--- config.mk ---
export PLATFORM = sky130hd
export DESIGN_NAME = mem_map_decoder
export DESIGN_NICKNAME = d
export VERILOG_FILES = /design/src/rtl/mem_map_pkg.sv /design/src/rtl/flash_bank_map.sv /design/src/rtl/mem_map_decoder.sv
export SDC_FILE = /design/constraint.sdc
export NUM_CORES = 1
export LEC_CHECK = 0
export ABC_AREA = 1
export BUFFER_PORTS_ARGS = -buffer_cell sky130_fd_sc_hd__buf_2
export CORE_MARGIN = 4
export CORE_UTILIZATION = 25
export CTS_CLUSTER_DIAMETER = 40
export CTS_CLUSTER_SIZE = 14
export DETAILED_ROUTE_END_ITERATION = 10
export PLACE_DENSITY = 0.59
export SYNTH_ARGS = -nofsm -noshare
export SYNTH_HDL_FRONTEND = slang
export SYNTH_SLANG_ARGS = --single-unit
--- constraint.sdc ---
create_clock -name i_clk_sys -period 2 [get_ports i_clk_sys]
set_input_delay 0.1 -clock i_clk_sys [delete_from_list [all_inputs] [get_ports i_clk_sys]]
set_output_delay 0.1 -clock i_clk_sys [all_outputs]
set_load 0.02 [all_outputs]
--- src/rtl/mem_map_pkg.sv ---
// package for the code-bank and data-memory address decoder
// assumes one core clock and a synchronous active-high reset
`default_nettype none
package mem_map_pkg;
    localparam logic [7:0] bank_sel_addr = 8'h84;
    localparam logic [7:0] stack_sfr_addr = 8'h81;
    localparam logic [7:0] bank_sel_reset = 8'h00;
    localparam logic [7:0] stack_reset = 8'h07;
    localparam logic [7:0] stack_step = 8'h01;
    localparam logic [7:0] lower_ram_top = 8'h7f;
    localparam logic [7:0] bit_region_base = 8'h20;
    localparam logic [7:0] bit_region_top = 8'h2f;
    localparam logic [7:0] reg_bank_top = 8'h1f;
    localparam logic [15:0] common_bank_top = 16'h7fff;
    localparam int fetch_lo = 0;
    localparam int fetch_hi = 1;
    localparam int const_lo = 4;
    localparam int const_hi = 5;
    localparam int rs_lo = 3;
    localparam int rs_hi = 4;
    localparam logic [1:0] bank_zero = 2'h0;

    typedef enum logic [2:0] {
        data_direct_type = 3'h1,
        data_indirect_type = 3'h2,
        data_bit_type = 3'h4
    } data_mode_type;

    typedef struct packed {
        logic [16:0] flash_addr;
        logic reserved;
        logic lock;
    } flash_route_type;
endpackage
`default_nettype wire

--- src/rtl/flash_bank_map.sv ---
// maps a 16-bit code address onto the banked flash space
// assumes the caller provides the bank field that applies to the access
`timescale 1ns/1ps
`default_nettype none
module flash_bank_map
    import mem_map_pkg::*;
#(
    parameter logic [16:0] lock_addr = 17'h1ffff
) (
    input wire logic [15:0] i_addr, // logical code address
    input wire logic [1:0] i_bank, // selected upper bank
    output var flash_route_type o_route // physical address and flags
);
    wire upper_half = i_addr > common_bank_top;
    // bank zero appears low whatever the bank field says
    wire [1:0] eff_bank = upper_half ? i_bank : bank_zero;
    wire [16:0] phys = {eff_bank, i_addr[14:0]};
    wire is_lock = phys == lock_addr;
    wire is_reserved = phys > lock_addr;
    // one driver for the whole struct keeps strict tools content
    assign o_route = {phys, is_reserved, is_lock};
endmodule
`default_nettype wire

--- src/rtl/mem_map_decoder.sv ---
// address decoder for code banking and the data-memory map
// assumes the core presents one access per cycle with an opcode-class strobe
// Functional notes
// common bank zero always at code 0x0000-0x7fff
// fetches above 0x7fff use the fetch bank field
// fetch bank field changes only when writer runs from bank zero
// constant reads and flash moves above 0x7fff use constant bank field
// bank select register at sfr 0x84, all pages, resets zero
// reserved fields read zero; software writes zero
// software avoids unimplemented banks on smaller variants
// last flash byte is the lock byte; above it reserved
// code reads hit flash; external moves hit xram or flash if redirected
// internal ram is 256 bytes; lower half direct and indirect
// above 0x7f direct goes to sfrs, indirect to upper ram
// 0x00-0x1f hold four register banks chosen by status bits 3,4
// indirect addressing uses index registers zero and one
// bytes 0x20-0x2f form bit addresses 0x00-0x7f
// bit or byte access chosen only by instruction type; o_bit_access also needs the bit address below 0x80
// stack pointer marks last used; push writes at pointer plus one
// stack pointer resets to 0x07
// stack pointer is eight bits, wraps within internal ram
// xram reached by data pointer or page register plus index
// eight-bit moves take high byte from page register
// bank field 00..11 selects 0x00..0x18 base
// external moves go to xram unless redirected to flash
// pop reads at pointer then decrements
`timescale 1ns/1ps
`default_nettype none
module mem_map_decoder
    import mem_map_pkg::*;
#(
    parameter logic [16:0] lock_addr = 17'h1ffff,
    parameter int xram_bits = 13
) (
    input wire logic i_clk_sys, // core clock
    input wire logic i_rst, // sync reset, active high
    input wire logic [15:0] i_fetch_addr, // instruction fetch address
    input wire logic [15:0] i_code_read_addr, // code_read_op address; flash moves use the data pointer pair
    input wire logic i_sfr_wr, // sfr write strobe
    input wire logic i_sfr_rd, // sfr read strobe
    input wire logic [7:0] i_sfr_addr, // sfr address
    input wire logic [7:0] i_sfr_wdata, // sfr write data
    input wire logic [15:0] i_exec_pc, // pc of writing instruction
    input wire logic [7:0] i_program_status_word, // core status word
    input wire logic [7:0] i_data_addr, // direct address or bit address
    input wire data_mode_type i_data_mode, // direct, indirect or bit
    input wire logic i_indirect_sel, // 0 index_reg_zero, 1 index_reg_one
    input wire logic [7:0] i_index_value, // content of selected index reg
    input wire logic i_push, // stack push
    input wire logic i_pop, // stack pop
    input wire logic i_ext_move, // external_move_op access
    input wire logic i_ext_short, // 8-bit form via index register
    input wire logic i_flash_redirect, // move redirected to flash
    input wire logic [15:0] i_data_pointer_pair, // 16-bit data pointer
    input wire logic [7:0] i_xram_page_register, // xram page byte
    output logic [16:0] o_fetch_flash_addr, // physical fetch address
    output logic o_fetch_reserved, // fetch above lock byte
    output logic [16:0] o_const_flash_addr, // physical constant address
    output logic o_const_lock, // constant access hits lock byte
    output logic o_const_reserved, // constant access reserved
    output logic [7:0] o_sfr_rdata, // sfr read data
    output logic o_sfr_hit, // sfr address is bank select
    output logic [7:0] o_program_bank_select, // bank select register
    output logic [7:0] o_stack_pointer, // stack pointer
    output logic [7:0] o_ram_addr, // internal ram byte address
    output logic o_ram_upper, // upper indirect ram selected
    output logic o_sfr_space, // direct access to sfr space
    output logic [2:0] o_bit_pos, // bit within byte for bit access
    output logic o_bit_access, // bit access in progress
    output logic [7:0] o_index_reg_addr, // ram address of index register
    output logic [15:0] o_xram_addr, // xram address
    output logic o_xram_sel, // move targets xram
    output logic o_flash_move // move targets flash
);
    logic [7:0] bank_sel_r;
    logic [7:0] bank_sel_nxt;
    logic [7:0] sp_r;
    logic [7:0] sp_nxt;
    flash_route_type fetch_route;
    flash_route_type const_route;

    // registers hold only the two fields; reserved bits never stored
    wire bank_sel_hit = i_sfr_addr == bank_sel_addr;
    wire from_bank_zero = i_exec_pc <= common_bank_top;
    wire [1:0] fetch_bank = bank_sel_r[fetch_hi:fetch_lo];
    wire [1:0] const_bank = bank_sel_r[const_hi:const_lo];
    // a write from an upper bank keeps the old fetch field
    wire [1:0] fetch_new = from_bank_zero ? i_sfr_wdata[fetch_hi:fetch_lo] : fetch_bank;
    wire [1:0] const_new = i_sfr_wdata[const_hi:const_lo];

    always_comb begin
        bank_sel_nxt = bank_sel_r;
        if (i_sfr_wr && bank_sel_hit) begin
            bank_sel_nxt = bank_sel_reset;
            bank_sel_nxt[fetch_hi:fetch_lo] = fetch_new;
            bank_sel_nxt[const_hi:const_lo] = const_new;
        end
    end

    // push pre-increments, pop post-decrements; 8 bits wrap mod 256
    always_comb begin
        sp_nxt = sp_r;
        if (i_push && !i_pop) begin
            sp_nxt = sp_r + stack_step;
        end else if (i_pop && !i_push) begin
            sp_nxt = sp_r - stack_step;
        end
        if (i_sfr_wr && i_sfr_addr == stack_sfr_addr) begin
            sp_nxt = i_sfr_wdata;
        end
    end

    flash_bank_map #(
        .lock_addr(lock_addr)
    ) u_fetch_map (
        .i_addr(i_fetch_addr),
        .i_bank(fetch_bank),
        .o_route(fetch_route)
    );

    // external moves
    wire ext_flash = i_ext_move && i_flash_redirect;
    wire ext_xram = i_ext_move && !i_flash_redirect;

    flash_bank_map #(
        .lock_addr(lock_addr)
    ) u_const_map (
        .i_addr(ext_flash ? i_data_pointer_pair : i_code_read_addr),
        .i_bank(const_bank),
        .o_route(const_route)
    );

    // data-space decode
    wire is_bit = i_data_mode == data_bit_type;
    wire is_indirect = i_data_mode == data_indirect_type;
    wire [7:0] bit_byte = bit_region_base + {4'h0, i_data_addr[6:3]};
    wire [7:0] direct_addr = is_bit ? bit_byte : i_data_addr;
    wire [7:0] eff_addr = is_indirect ? i_index_value : direct_addr;
    wire above_lower = eff_addr > lower_ram_top;
    wire to_sfr = !is_indirect && above_lower;
    wire to_upper = is_indirect && above_lower;
    // bank base = field * 8, then the index register number
    wire [1:0] reg_bank = i_program_status_word[rs_hi:rs_lo];
    wire [7:0] index_addr = {3'h0, reg_bank, 2'h0, i_indirect_sel};

    // short form: page register high, index low
    wire [15:0] xram_full = i_ext_short ? {i_xram_page_register, i_index_value}
                                        : i_data_pointer_pair;
    wire [15:0] xram_mask = 16'hffff >> (16 - xram_bits);

    always_ff @(posedge i_clk_sys) begin
        if (i_rst) begin
            bank_sel_r <= bank_sel_reset;
            sp_r <= stack_reset;
        end else begin
            bank_sel_r <= bank_sel_nxt;
            sp_r <= sp_nxt;
        end
    end

    always_ff @(posedge i_clk_sys) begin
        if (i_rst) begin
            o_fetch_flash_addr <= '0;
            o_fetch_reserved <= 1'b0;
            o_const_flash_addr <= '0;
            o_const_lock <= 1'b0;
            o_const_reserved <= 1'b0;
        end else begin
            o_fetch_flash_addr <= fetch_route.flash_addr;
            o_fetch_reserved <= fetch_route.reserved;
            o_const_flash_addr <= const_route.flash_addr;
            o_const_lock <= const_route.lock;
            o_const_reserved <= const_route.reserved;
        end
    end

    always_ff @(posedge i_clk_sys) begin
        if (i_rst) begin
            o_sfr_rdata <= '0;
            o_sfr_hit <= 1'b0;
            o_program_bank_select <= bank_sel_reset;
            o_stack_pointer <= stack_reset;
        end else begin
            o_sfr_rdata <= (i_sfr_rd && bank_sel_hit) ? bank_sel_r : 8'h00;
            o_sfr_hit <= bank_sel_hit;
            o_program_bank_select <= bank_sel_nxt;
            o_stack_pointer <= sp_nxt;
        end
    end

    // push address is pointer plus one, pop reads the pointer itself
    wire [7:0] stack_addr = i_push ? sp_r + stack_step : sp_r;
    wire stack_op = i_push || i_pop;

    always_ff @(posedge i_clk_sys) begin
        if (i_rst) begin
            o_ram_addr <= '0;
            o_ram_upper <= 1'b0;
            o_sfr_space <= 1'b0;
            o_bit_pos <= '0;
            o_bit_access <= 1'b0;
            o_index_reg_addr <= '0;
        end else begin
            o_ram_addr <= stack_op ? stack_addr : eff_addr;
            o_ram_upper <= stack_op ? stack_addr > lower_ram_top : to_upper;
            o_sfr_space <= stack_op ? 1'b0 : to_sfr;
            o_bit_pos <= i_data_addr[2:0];
            o_bit_access <= is_bit && !i_data_addr[7];
            o_index_reg_addr <= index_addr;
        end
    end

    always_ff @(posedge i_clk_sys) begin
        if (i_rst) begin
            o_xram_addr <= '0;
            o_xram_sel <= 1'b0;
            o_flash_move <= 1'b0;
        end else begin
            o_xram_addr <= xram_full & xram_mask;
            o_xram_sel <= ext_xram;
            o_flash_move <= ext_flash;
        end
    end
endmodule
`default_nettype wire

==> qor.csv, run 1 <==
metric;value;unit
Antenna diodes;0;
Peak supply drop;0.347;mV
CTS tree;built;
reg-to-reg setup timing slack;0.38;ns
crit path time final;1.63;ns
drt first pass iters;4;
DR top layer;met5;
FF+latch count, synth;86;
synth-to-layout area growth;45.1;%
Leakage;2.88;nW
Final nets;852;
routed length on met3;1.22;mm
DRC viols;0;
layout cell share with drive strength beyond 1;0.338;
Routed WL;12.1;mm
Crit Reg-Reg Startpoint;o_stack_pointer[0]$_SDFFE_PP1P_;
Final Util;0.371;
Final setup viols;0;
CP startpoint kind;input port;
unrepaired setup endpoints after global routing;no;
PortBufs;186;
Cell Area, Placed;4770;µm²
Site Rows;44;
largest net degree at the start of global routing;49;
vias in the first global route;3610;
wire length per cell;13.3;µm
Worst slew margin;0.585;
hold endpoint;o_xram_addr[2]$_SDFF_PP0_;
Critical Path End Type;flop;
FMAX;615;MHz
total track usage;0.136;
power density cells;805;nW/µm²
WL met2;5.56;mm
cell area after synthesis;3730;µm²
clock-pin slew on the worst setup and hold paths;0.07;ns
DRT antenna net count;0;
setup_tns;0;ns
clock buffer depth;2;
Final Skew;0.00645;ns
Worst-Margin Slew;0.620;ns
Synth warnings;0;
hold path depth;3;
GP Congestion;0.837;
chip height;130;µm
M1 WL;5.07;mm
die width;130;µm
Top Ports;227;
max-slew violations;0;
status;finished, final reports clean;
Hold Path Class;input port to flop;
CP arrival;1.91;ns
min-delay src;i_index_value[2];
clock sink count;86;
Syn Area/Cell;7.38;µm²
DIE AREA;16900;µm²
CORE AREA;14600;µm²
initial antenna violation count;1;
register area share after synthesis;0.462;
H-tree levels;3;
max cap viols;0;
first-pass GRT wire length;18.0;mm
post-DP HPWL;9.17;mm
CTS buffer count;9;
r2r endpoint;o_ram_addr[1]$_SDFF_PP0_;
CP required;2.28;ns
vias;3875;
Final Hold Fails;0;
Tcrit/Tclk final;0.814;
Reg2Reg Depth;4;
Gate Count Post-Synth;505;
Yosys cell types;34;
CP Max Fanout;30;
Avg Vias per Cell;4.25;
grt total ovfl;0;
CTS root buf;clkbuf_16;
initial DRC count;178;
Setup Crit Path Kind;input port to flop;
Initial Util;0.256;
clk_lat worst skew;0.34;ns
post-layout instance area;5410;µm²
## sequential cells by signal, indices dropped and copies added, names as in the netlist, 3 cells and up
register and flops:
o_fetch_flash_addr 17, o_index_reg_addr 3, o_const_flash_addr 17, o_program_bank_select 4
o_bit_pos 3, o_xram_addr 13, o_stack_pointer 8, o_ram_addr 8
o_sfr_rdata 4
## final cells by class
| class | count | area [µm²] |
|---|---|---|
| Clock buffer | 10 | 229 |
| Clock inverter | 6 | 70.1 |
| Fill cell | 1557 | 9180 |
| Inverter | 80 | 305 |
| Multi-Input combinational cell | 323 | 1550 |
| Sequential cell | 86 | 1720 |
| Tap cell | 184 | 230 |
| Timing Repair Buffer | 223 | 1310 |
## worst max-delay path by stage
stage	end	from	cells past startpoint
detailed placement	o_stack_pointer[1]$_SDFFE_PP1P_	o_stack_pointer[0]$_SDFFE_PP1P_	5
floorplan	o_stack_pointer[1]$_SDFFE_PP1P_	o_stack_pointer[0]$_SDFFE_PP1P_	5
global placement	o_stack_pointer[1]$_SDFFE_PP1P_	o_stack_pointer[0]$_SDFFE_PP1P_	5
CTS	o_const_lock$_SDFF_PP0_	i_flash_redirect	9
finish	o_const_lock$_SDFF_PP0_	i_flash_redirect	9
global route	o_const_lock$_SDFF_PP0_	i_flash_redirect	9
## Yosys cell counts
library cell / n / share of area
buf_6: 4 / 0.012
xor2_1: 1 / 0.0023
o21ai_0: 6 / 0.0081
buf_4: 16 / 0.032
conb_1: 1 / 0.0010
inv_1: 61 / 0.061
o221ai_1: 1 / 0.0023
nand3_2: 2 / 0.0054
nor3_1: 5 / 0.0067
inv_2: 18 / 0.018
dfxtp_1: 86 / 0.46
or2_1: 2 / 0.0034
clkinv_4: 1 / 0.0023
xnor2_1: 1 / 0.0023
buf_1: 1 / 0.0010
nand2_2: 4 / 0.0067
and3_1: 1 / 0.0017
nand4_1: 4 / 0.0067
o21ai_2: 6 / 0.014
nor3_2: 3 / 0.0081
o21ai_1: 37 / 0.050
a21oi_2: 2 / 0.0047
o2111ai_1: 1 / 0.0023
clkbuf_1: 8 / 0.0081
buf_2: 4 / 0.0054
nor2_2: 5 / 0.0084
o211ai_1: 5 / 0.010
nand2_1: 74 / 0.074
ha_1: 4 / 0.013
a21oi_1: 23 / 0.031
nor2_1: 83 / 0.084
nand3_1: 32 / 0.043
mux2i_1: 2 / 0.0054
nand2_4: 1 / 0.0030
## layout by cell type (no fill, tap or decap), types with 3 or more instances in the layout
cell	instances
inv_1	61
nor3_2	3
nor2_2	5
dfxtp_1	86
clkbuf_16	9
o21ai_0	6
a21oi_1	23
o21ai_1	37
inv_2	18
o21ai_2	6
nor2_1	83
buf_2	186
o211ai_1	5
nand2_1	74
nand4_1	4
conb_1	18
ha_1	4
nand3_1	32
nand2_2	4
nor3_1	5
dlygate4sd3_1	34
## what timing repair did
| action | in CTS | in global routing |
|---|---|---|
| resized for setup | 0 | 0 |
| buffers inserted | 0 | 0 |
| hold buffers | 34 | 0 |
| hold endpoints to repair | 32 | 0 |
## layer usage
| layer | global-route usage | up-vias |
|---|---|---|
| li1 | - | 1989 |
| met1 | 0.168 | 1683 |
| met2 | 0.222 | 181 |
| met3 | 0.0372 | 20 |
| met4 | 0.0605 | 2 |
| met5 | 0 | - |
## kinds of logic (layout without fill, tap and decap cells)
logic type / Yosys count / after routing / share of synthesized area
fa+ha+maj: 4 / 4 / 0.0134
mux: 2 / 2 / 0.00537
flops: 86 / 86 / 0.462
simple gates: 216 / 216 / 0.251
xor+xnor: 2 / 2 / 0.00470
buf+inv: 113 / 319 / 0.141
other cells: 1 / 18 / 0.00101
compound gates: 81 / 81 / 0.122
## report_power, final
part	internal (mW)	switching [mW]
clock network	0.980	0.735
logic	0.303	0.480
registers	1.81	0.0500
## through the flow
step | hold slack, ns | setup slack [ns] | instances | power, mW
after global routing | 0.0134 | 0.179 | 912 | 4.56
after floorplan | 0.172 | 0.525 | 522 | 2.37
after detailed placement | 0.294 | 0.460 | 862 | 2.63
final | 0.0210 | 0.373 | 912 | 4.36
after global placement | 0.298 | 0.494 | 862 | 2.62
after CTS | 0.00140 | 0.374 | 912 | 4.41
## worst max-delay path, cell delays in order
cell and delay [ns]:
dlygate4sd3_1 0.54, buf_2 0.14, nand2_2 0.46, nand2_1 0.13
o21ai_2 0.11, nand2_1 0.09, nor3_2 0.10, nand3_1 0.13
nor2_1 0.11
(Power assumes the default switching activity.)
==> inputs of run 2 (changes only) <==
- clock period: 2 -> 1.5 ns (I/O delays scaled with it)
==> run 2 against run 1 <==
Clock skew down 0.0034 ns. Count of clock-buffer cells in the layout unchanged. Design area grew 4.0%. Critical path type is now flop to flop. Global-route usage increased by 0.53 points. Non-clock buffer count increased by 22. Critical path depth unchanged. Final cell count is 2.4% higher. Setup slack worse by 0.23 ns. Sequential share of layout area shrank 1.2 points. Register-to-register slack got worse by 0.23 ns. Hold slack got worse by 0.014 ns. Via count is 1.4% higher.
==> qor.csv, run 2 (same netlist as run 1, synthesis figures left out) <==
metric;value;unit
Initial Util;0.256;
Antenna diodes;0;
drt first pass iters;7;
M1 WL;5.17;mm
Leakage;2.99;nW
WL met2;5.90;mm
first-pass GRT wire length;18.7;mm
setup_tns;0;ns
commonest non-fill, non-tap cell in the layout;buf_2;
Top Ports;227;
vias;3931;
clock sink count;86;
wire length per cell;13.4;µm
max cap viols;0;
CP startpoint kind;flop;
power density cells;1050;nW/µm²
unrepaired setup endpoints after global routing;no;
Final nets;874;
total track usage;0.142;
synth-to-layout area growth;50.8;%
Hold Path Class;input port to flop;
Avg Vias per Cell;4.21;
Worst slew margin;0.640;
chip height;130;µm
Storage cell area;1720;µm²
clk_lat worst skew;0.35;ns
clock-pin slew on the worst setup and hold paths;0.06;ns
CORE AREA;14600;µm²
Site Rows;44;
clock buffer depth;2;
layout cell share with drive strength beyond 1;0.347;
Final Hold Fails;0;
FMAX;738;MHz
CP Max Fanout;5;
CTS buffer count;9;
Reg2Reg Depth;9;
switching pwr;1.71;mW
Worst-Margin Slew;0.539;ns
DIE AREA;16900;µm²
Final setup viols;0;
CP arrival;1.64;ns
post-layout power;5.88;mW
vias in the first global route;3776;
Tcrit/Tclk final;0.903;
CTS root buf;clkbuf_16;
Peak supply drop;0.455;mV
Critical Path End Type;flop;
r2r endpoint;o_stack_pointer[6]$_SDFFE_PP0P_;
reg-to-reg setup timing slack;0.15;ns
post-DP HPWL;9.45;mm
Fill cells;1509;
Routed WL;12.5;mm
DRT antenna net count;0;
most frequent cells in the layout;186 x buf_2, 84 x dfxtp_1, 83 x nor2_1;
Combinational Power Share;0.190;
max-slew violations;0;
DR top layer;met4;
status;finished, final reports clean;
GP Congestion;0.828;
initial DRC count;167;
DRC viols;0;
CTS tree;built;
routed length on met3;1.15;mm
PortBufs;186;
Final Skew;0.00310;ns
crit path time final;1.35;ns
Crit Reg-Reg Startpoint;o_stack_pointer[0]$_SDFFE_PP1P_;
Regs by FF count;o_const_flash_addr (17), o_fetch_flash_addr (17), o_xram_addr (13);
grt total ovfl;0;
area of the multi-input gates;1550;µm²
hold path depth;3;
internal power;4.17;mW
Sw Share;0.291;
initial antenna violation count;0;
die width;130;µm
Setup crit start;o_stack_pointer[0]$_SDFFE_PP1P_;
Flop pwr share;0.419;
CP required;1.78;ns
clock share of power;0.391;
largest net degree at the start of global routing;27;
Critical Path Sink;o_stack_pointer[6]$_SDFFE_PP0P_;
H-tree levels;3;
Setup Crit Path Kind;flop to flop;
[run 2: cell types whose count changed in the layout (fill, tap and decap cells not counted)]
| cell | previous run | this run |
|---|---|---|
| nand2_4 | 1 | 2 |
| ha_1 | 4 | 3 |
| dlygate4sd3_1 | 34 | 45 |
| dfxtp_1 | 86 | 84 |
| buf_4 | 2 | 12 |
| dfxtp_2 | 0 | 2 |
| buf_12 | 1 | 2 |
| ha_2 | 0 | 1 |
| nand2_2 | 4 | 3 |
[run 2: cell type report]
cell class                 instances  area share
clock buffer                      10      0.0407
clock inverter                     6      0.0125
inverter                          80      0.0543
multi-input combinational        323       0.276
sequential                        86       0.307
tap                              184      0.0409
timing repair buffer             245       0.269
[run 2: per-layer routing]
metal | GRT usage | up-vias
met5 | 0 | -
met2 | 0.238 | 161
met1 | 0.170 | 1716
met4 | 0.0611 | 0
li1 | - | 2034
met3 | 0.0372 | 20
[run 2: worst min-delay path by stage]
stage / startpoint / end / slack, ns
final: i_sfr_wdata[1] / o_stack_pointer[1]$_SDFFE_PP1P_ / 0.007
after global routing: i_data_pointer_pair[11] / o_const_flash_addr[11]$_SDFF_PP0_ / 0.009
after CTS: i_rst / o_fetch_flash_addr[15]$_SDFF_PP0_ / 0.0002
after detailed placement: i_data_addr[7] / o_bit_access$_SDFF_PP0_ / 0.27
after global placement: i_data_addr[7] / o_bit_access$_SDFF_PP0_ / 0.27
after floorplan: i_flash_redirect / o_xram_sel$_SDFF_PP0_ / 0.15
[run 2: timing repair]
item	in CTS	in global routing
endpoints found under the hold margin	39	0
endpoints found under the setup margin	0	2
resized for setup	0	4
buffers inserted	0	0
hold buffers	45	0
[run 2: stage by stage]
| step | cells | hold WS, ns | area, µm² | utilization | worst slack (ns) |
|---|---|---|---|---|---|
| floorplan | 522 | 0.147 | 3790 | - | 0.0253 |
| global placement | 873 | 0.270 | 4860 | 0.333 | 0.157 |
| detailed placement | 873 | 0.272 | 4860 | 0.333 | 0.143 |
| CTS | 934 | 0.000218 | 5610 | 0.385 | 0.0842 |
| global route | 934 | 0.00912 | 5620 | 0.386 | 0.00555 |
| finish | 934 | 0.00742 | 5620 | 0.386 | 0.145 |
[run 2: power groups by stage]
| stage | Sequential, mW | Clock [mW] | Combinational (mW) |
|---|---|---|---|
| after global placement | 2.51 | 0 | 1.02 |
| after CTS | 2.46 | 2.39 | 1.12 |
| after detailed placement | 2.52 | 0 | 1.02 |
| after global routing | 2.48 | 2.45 | 1.24 |
| final | 2.47 | 2.30 | 1.12 |
| after floorplan | 2.67 | 0 | 0.483 |
[run 2: worst max-delay path, cell delays in order (launching register included)]
cell,delay (ns)
dfxtp_2,0.37
ha_2,0.20
nand2_1,0.09
nor2_2,0.16
inv_2,0.04
nand2_1,0.07
nand3_1,0.10
nand3_1,0.10
nand2_1,0.05
a21oi_1,0.11
==> inputs of run 3 (changes only) <==
- CTS_CLUSTER_DIAMETER: 40 -> default
- PLACE_DENSITY: 0.59 -> 0.58
- SYNTH_HIERARCHICAL: default -> 1
==> run 3 against run 2 <==
Combinational power about the same. Largest cell class unchanged. Critical path type is now input port to flop. Clock skew rose by 0.0032 ns. Sequential power is essentially flat. Synthesized cell count increased by 9.3%.
==> qor.csv, run 3 <==
metric;value;unit
status;finished, final reports clean;
CTS root buf;clkbuf_16;
area of the multi-input gates;1590;µm²
initial DRC count;195;
CP Max Fanout;8;
setup_tns;0;ns
drt first pass iters;4;
clock-pin slew on the worst setup and hold paths;0.07;ns
Site Rows;46;
clk_lat worst skew;0.34;ns
CP max stage cell;dlygate4sd3_1;
Final nets;888;
Final setup viols;0;
Final Skew;0.00629;ns
largest net degree at the start of global routing;27;
FMAX;709;MHz
max cap viols;0;
layout cell share with drive strength beyond 1;0.330;
chip height;135;µm
GP Congestion;0.796;
Final Util;0.361;
CTS tree;built;
post-DP HPWL;9.78;mm
post-layout power;6.03;mW
Hold WS;0.00371;ns
Top Ports;227;
max-slew violations;0;
Final Hold Fails;0;
vias;3944;
# Post-CTS Setup Buffers;0;
Syn Area/Cell;7.33;µm²
DIE AREA;18300;µm²
WL met2;5.73;mm
Fill cells;1691;
CP arrival;1.63;ns
Gate Count Post-Synth;552;
most frequent cells in the layout;186 x buf_2, 101 x nor2_1, 85 x inv_1;
CP delay by family, top;buffers and inverters;
clock sink count;86;
Critical Path End Type;flop;
routed length on met3;1.06;mm
DR top layer;met4;
total track usage;0.136;
wire length per cell;12.9;µm
vias in the first global route;3705;
Peak supply drop;0.598;mV
post-layout instance area;5740;µm²
Avg Vias per Cell;4.02;
H-tree levels;3;
PortBufs;186;
Initial Util;0.255;
CTS buffer count;9;
max incr delay on CP;0.53;ns
Setup Crit Path Kind;input port to flop;
unrepaired setup endpoints after global routing;no;
DRC viols;0;
synth-to-layout area growth;41.7;%
M1 WL;5.59;mm
Cell Area, Placed;4950;µm²
CP startpoint kind;input port;
Antenna diodes;0;
die width;135;µm
Hold Path Class;input port to flop;
Synth warnings;6;
Regs by FF count;o_const_flash_addr (17), o_fetch_flash_addr (17), o_xram_addr (13);
crit path time final;1.41;ns
power density cells;1050;nW/µm²
cell area after synthesis;4050;µm²
grt total ovfl;0;
commonest non-fill, non-tap cell in the layout;buf_2;
CP required;1.72;ns
initial antenna violation count;0;
Most common cell on crit path;nor2_1;
CORE AREA;15900;µm²
DRT antenna net count;0;
critical-path cell list;dlygate4sd3_1 > buf_2 > nand2_2 > buf_6 > mux2_2 > nand2_1 > nor2_1 > nand3_1 > nor2_1 > inv_1 > nor2_1;
first-pass GRT wire length;19.2;mm
Routed WL;12.7;mm
clock buffer depth;2;
Tcrit/Tclk final;0.940;
Leakage;3.04;nW
Storage cell area;1730;µm²
worst path bufs/invs;4;
-- run 3: final timing paths --
kind / startpoint / endpoint / slack [ns] / cells past startpoint
max: i_flash_redirect / o_const_lock$_SDFF_PP0_ / 0.09 / 11
max reg2reg: o_stack_pointer[2]$_SDFFE_PP1P_ / o_stack_pointer[5]$_SDFFE_PP0P_ / 0.16 / 8
min reg2reg: o_program_bank_select[0]$_SDFFE_PP0P_ / o_sfr_rdata[0]$_SDFF_PP0_ / 0.45 / 2
min: i_index_value[0] / o_xram_addr[0]$_SDFF_PP0_ / 0.004 / 3
-- run 3: power by group --
part	internal (mW)	switching [mW]
clock	1.47	0.963
sequential	2.41	0.0601
combinational	0.462	0.667
total	4.34	1.69
-- run 3: metal layers --
layer,vias to the layer above,GRT usage
met5,-,0
met4,0,0.0638
met3,18,0.0364
met2,154,0.213
met1,1725,0.174
li1,2047,-
-- run 3: tightest hold or removal path, delay by kind of cell --
kind          cells  cell delay [ns]
simple gates      2             0.13
buf+inv           1             0.11
-- run 3: cell type report --
type | count | area share
Multi-Input combinational cell | 326 | 0.277
Sequential cell | 86 | 0.301
Tap cell | 216 | 0.0471
Timing Repair Buffer | 245 | 0.260
Clock buffer | 11 | 0.0406
Inverter | 91 | 0.0598
Clock inverter | 5 | 0.0144
-- run 3: timing repair --
action,CTS,global route
endpoints found under the setup margin,0,4
gates resized for setup,0,7
endpoints found under the hold margin,42,0
hold buffers,45,0
-- run 3: through the flow --
step | instances | setup slack (ns)
floorplan | 567 | 0.0725
global placement | 919 | 0.141
detailed placement | 919 | 0.111
CTS | 980 | 0.0844
global route | 980 | 0.00186
finish | 980 | 0.0904
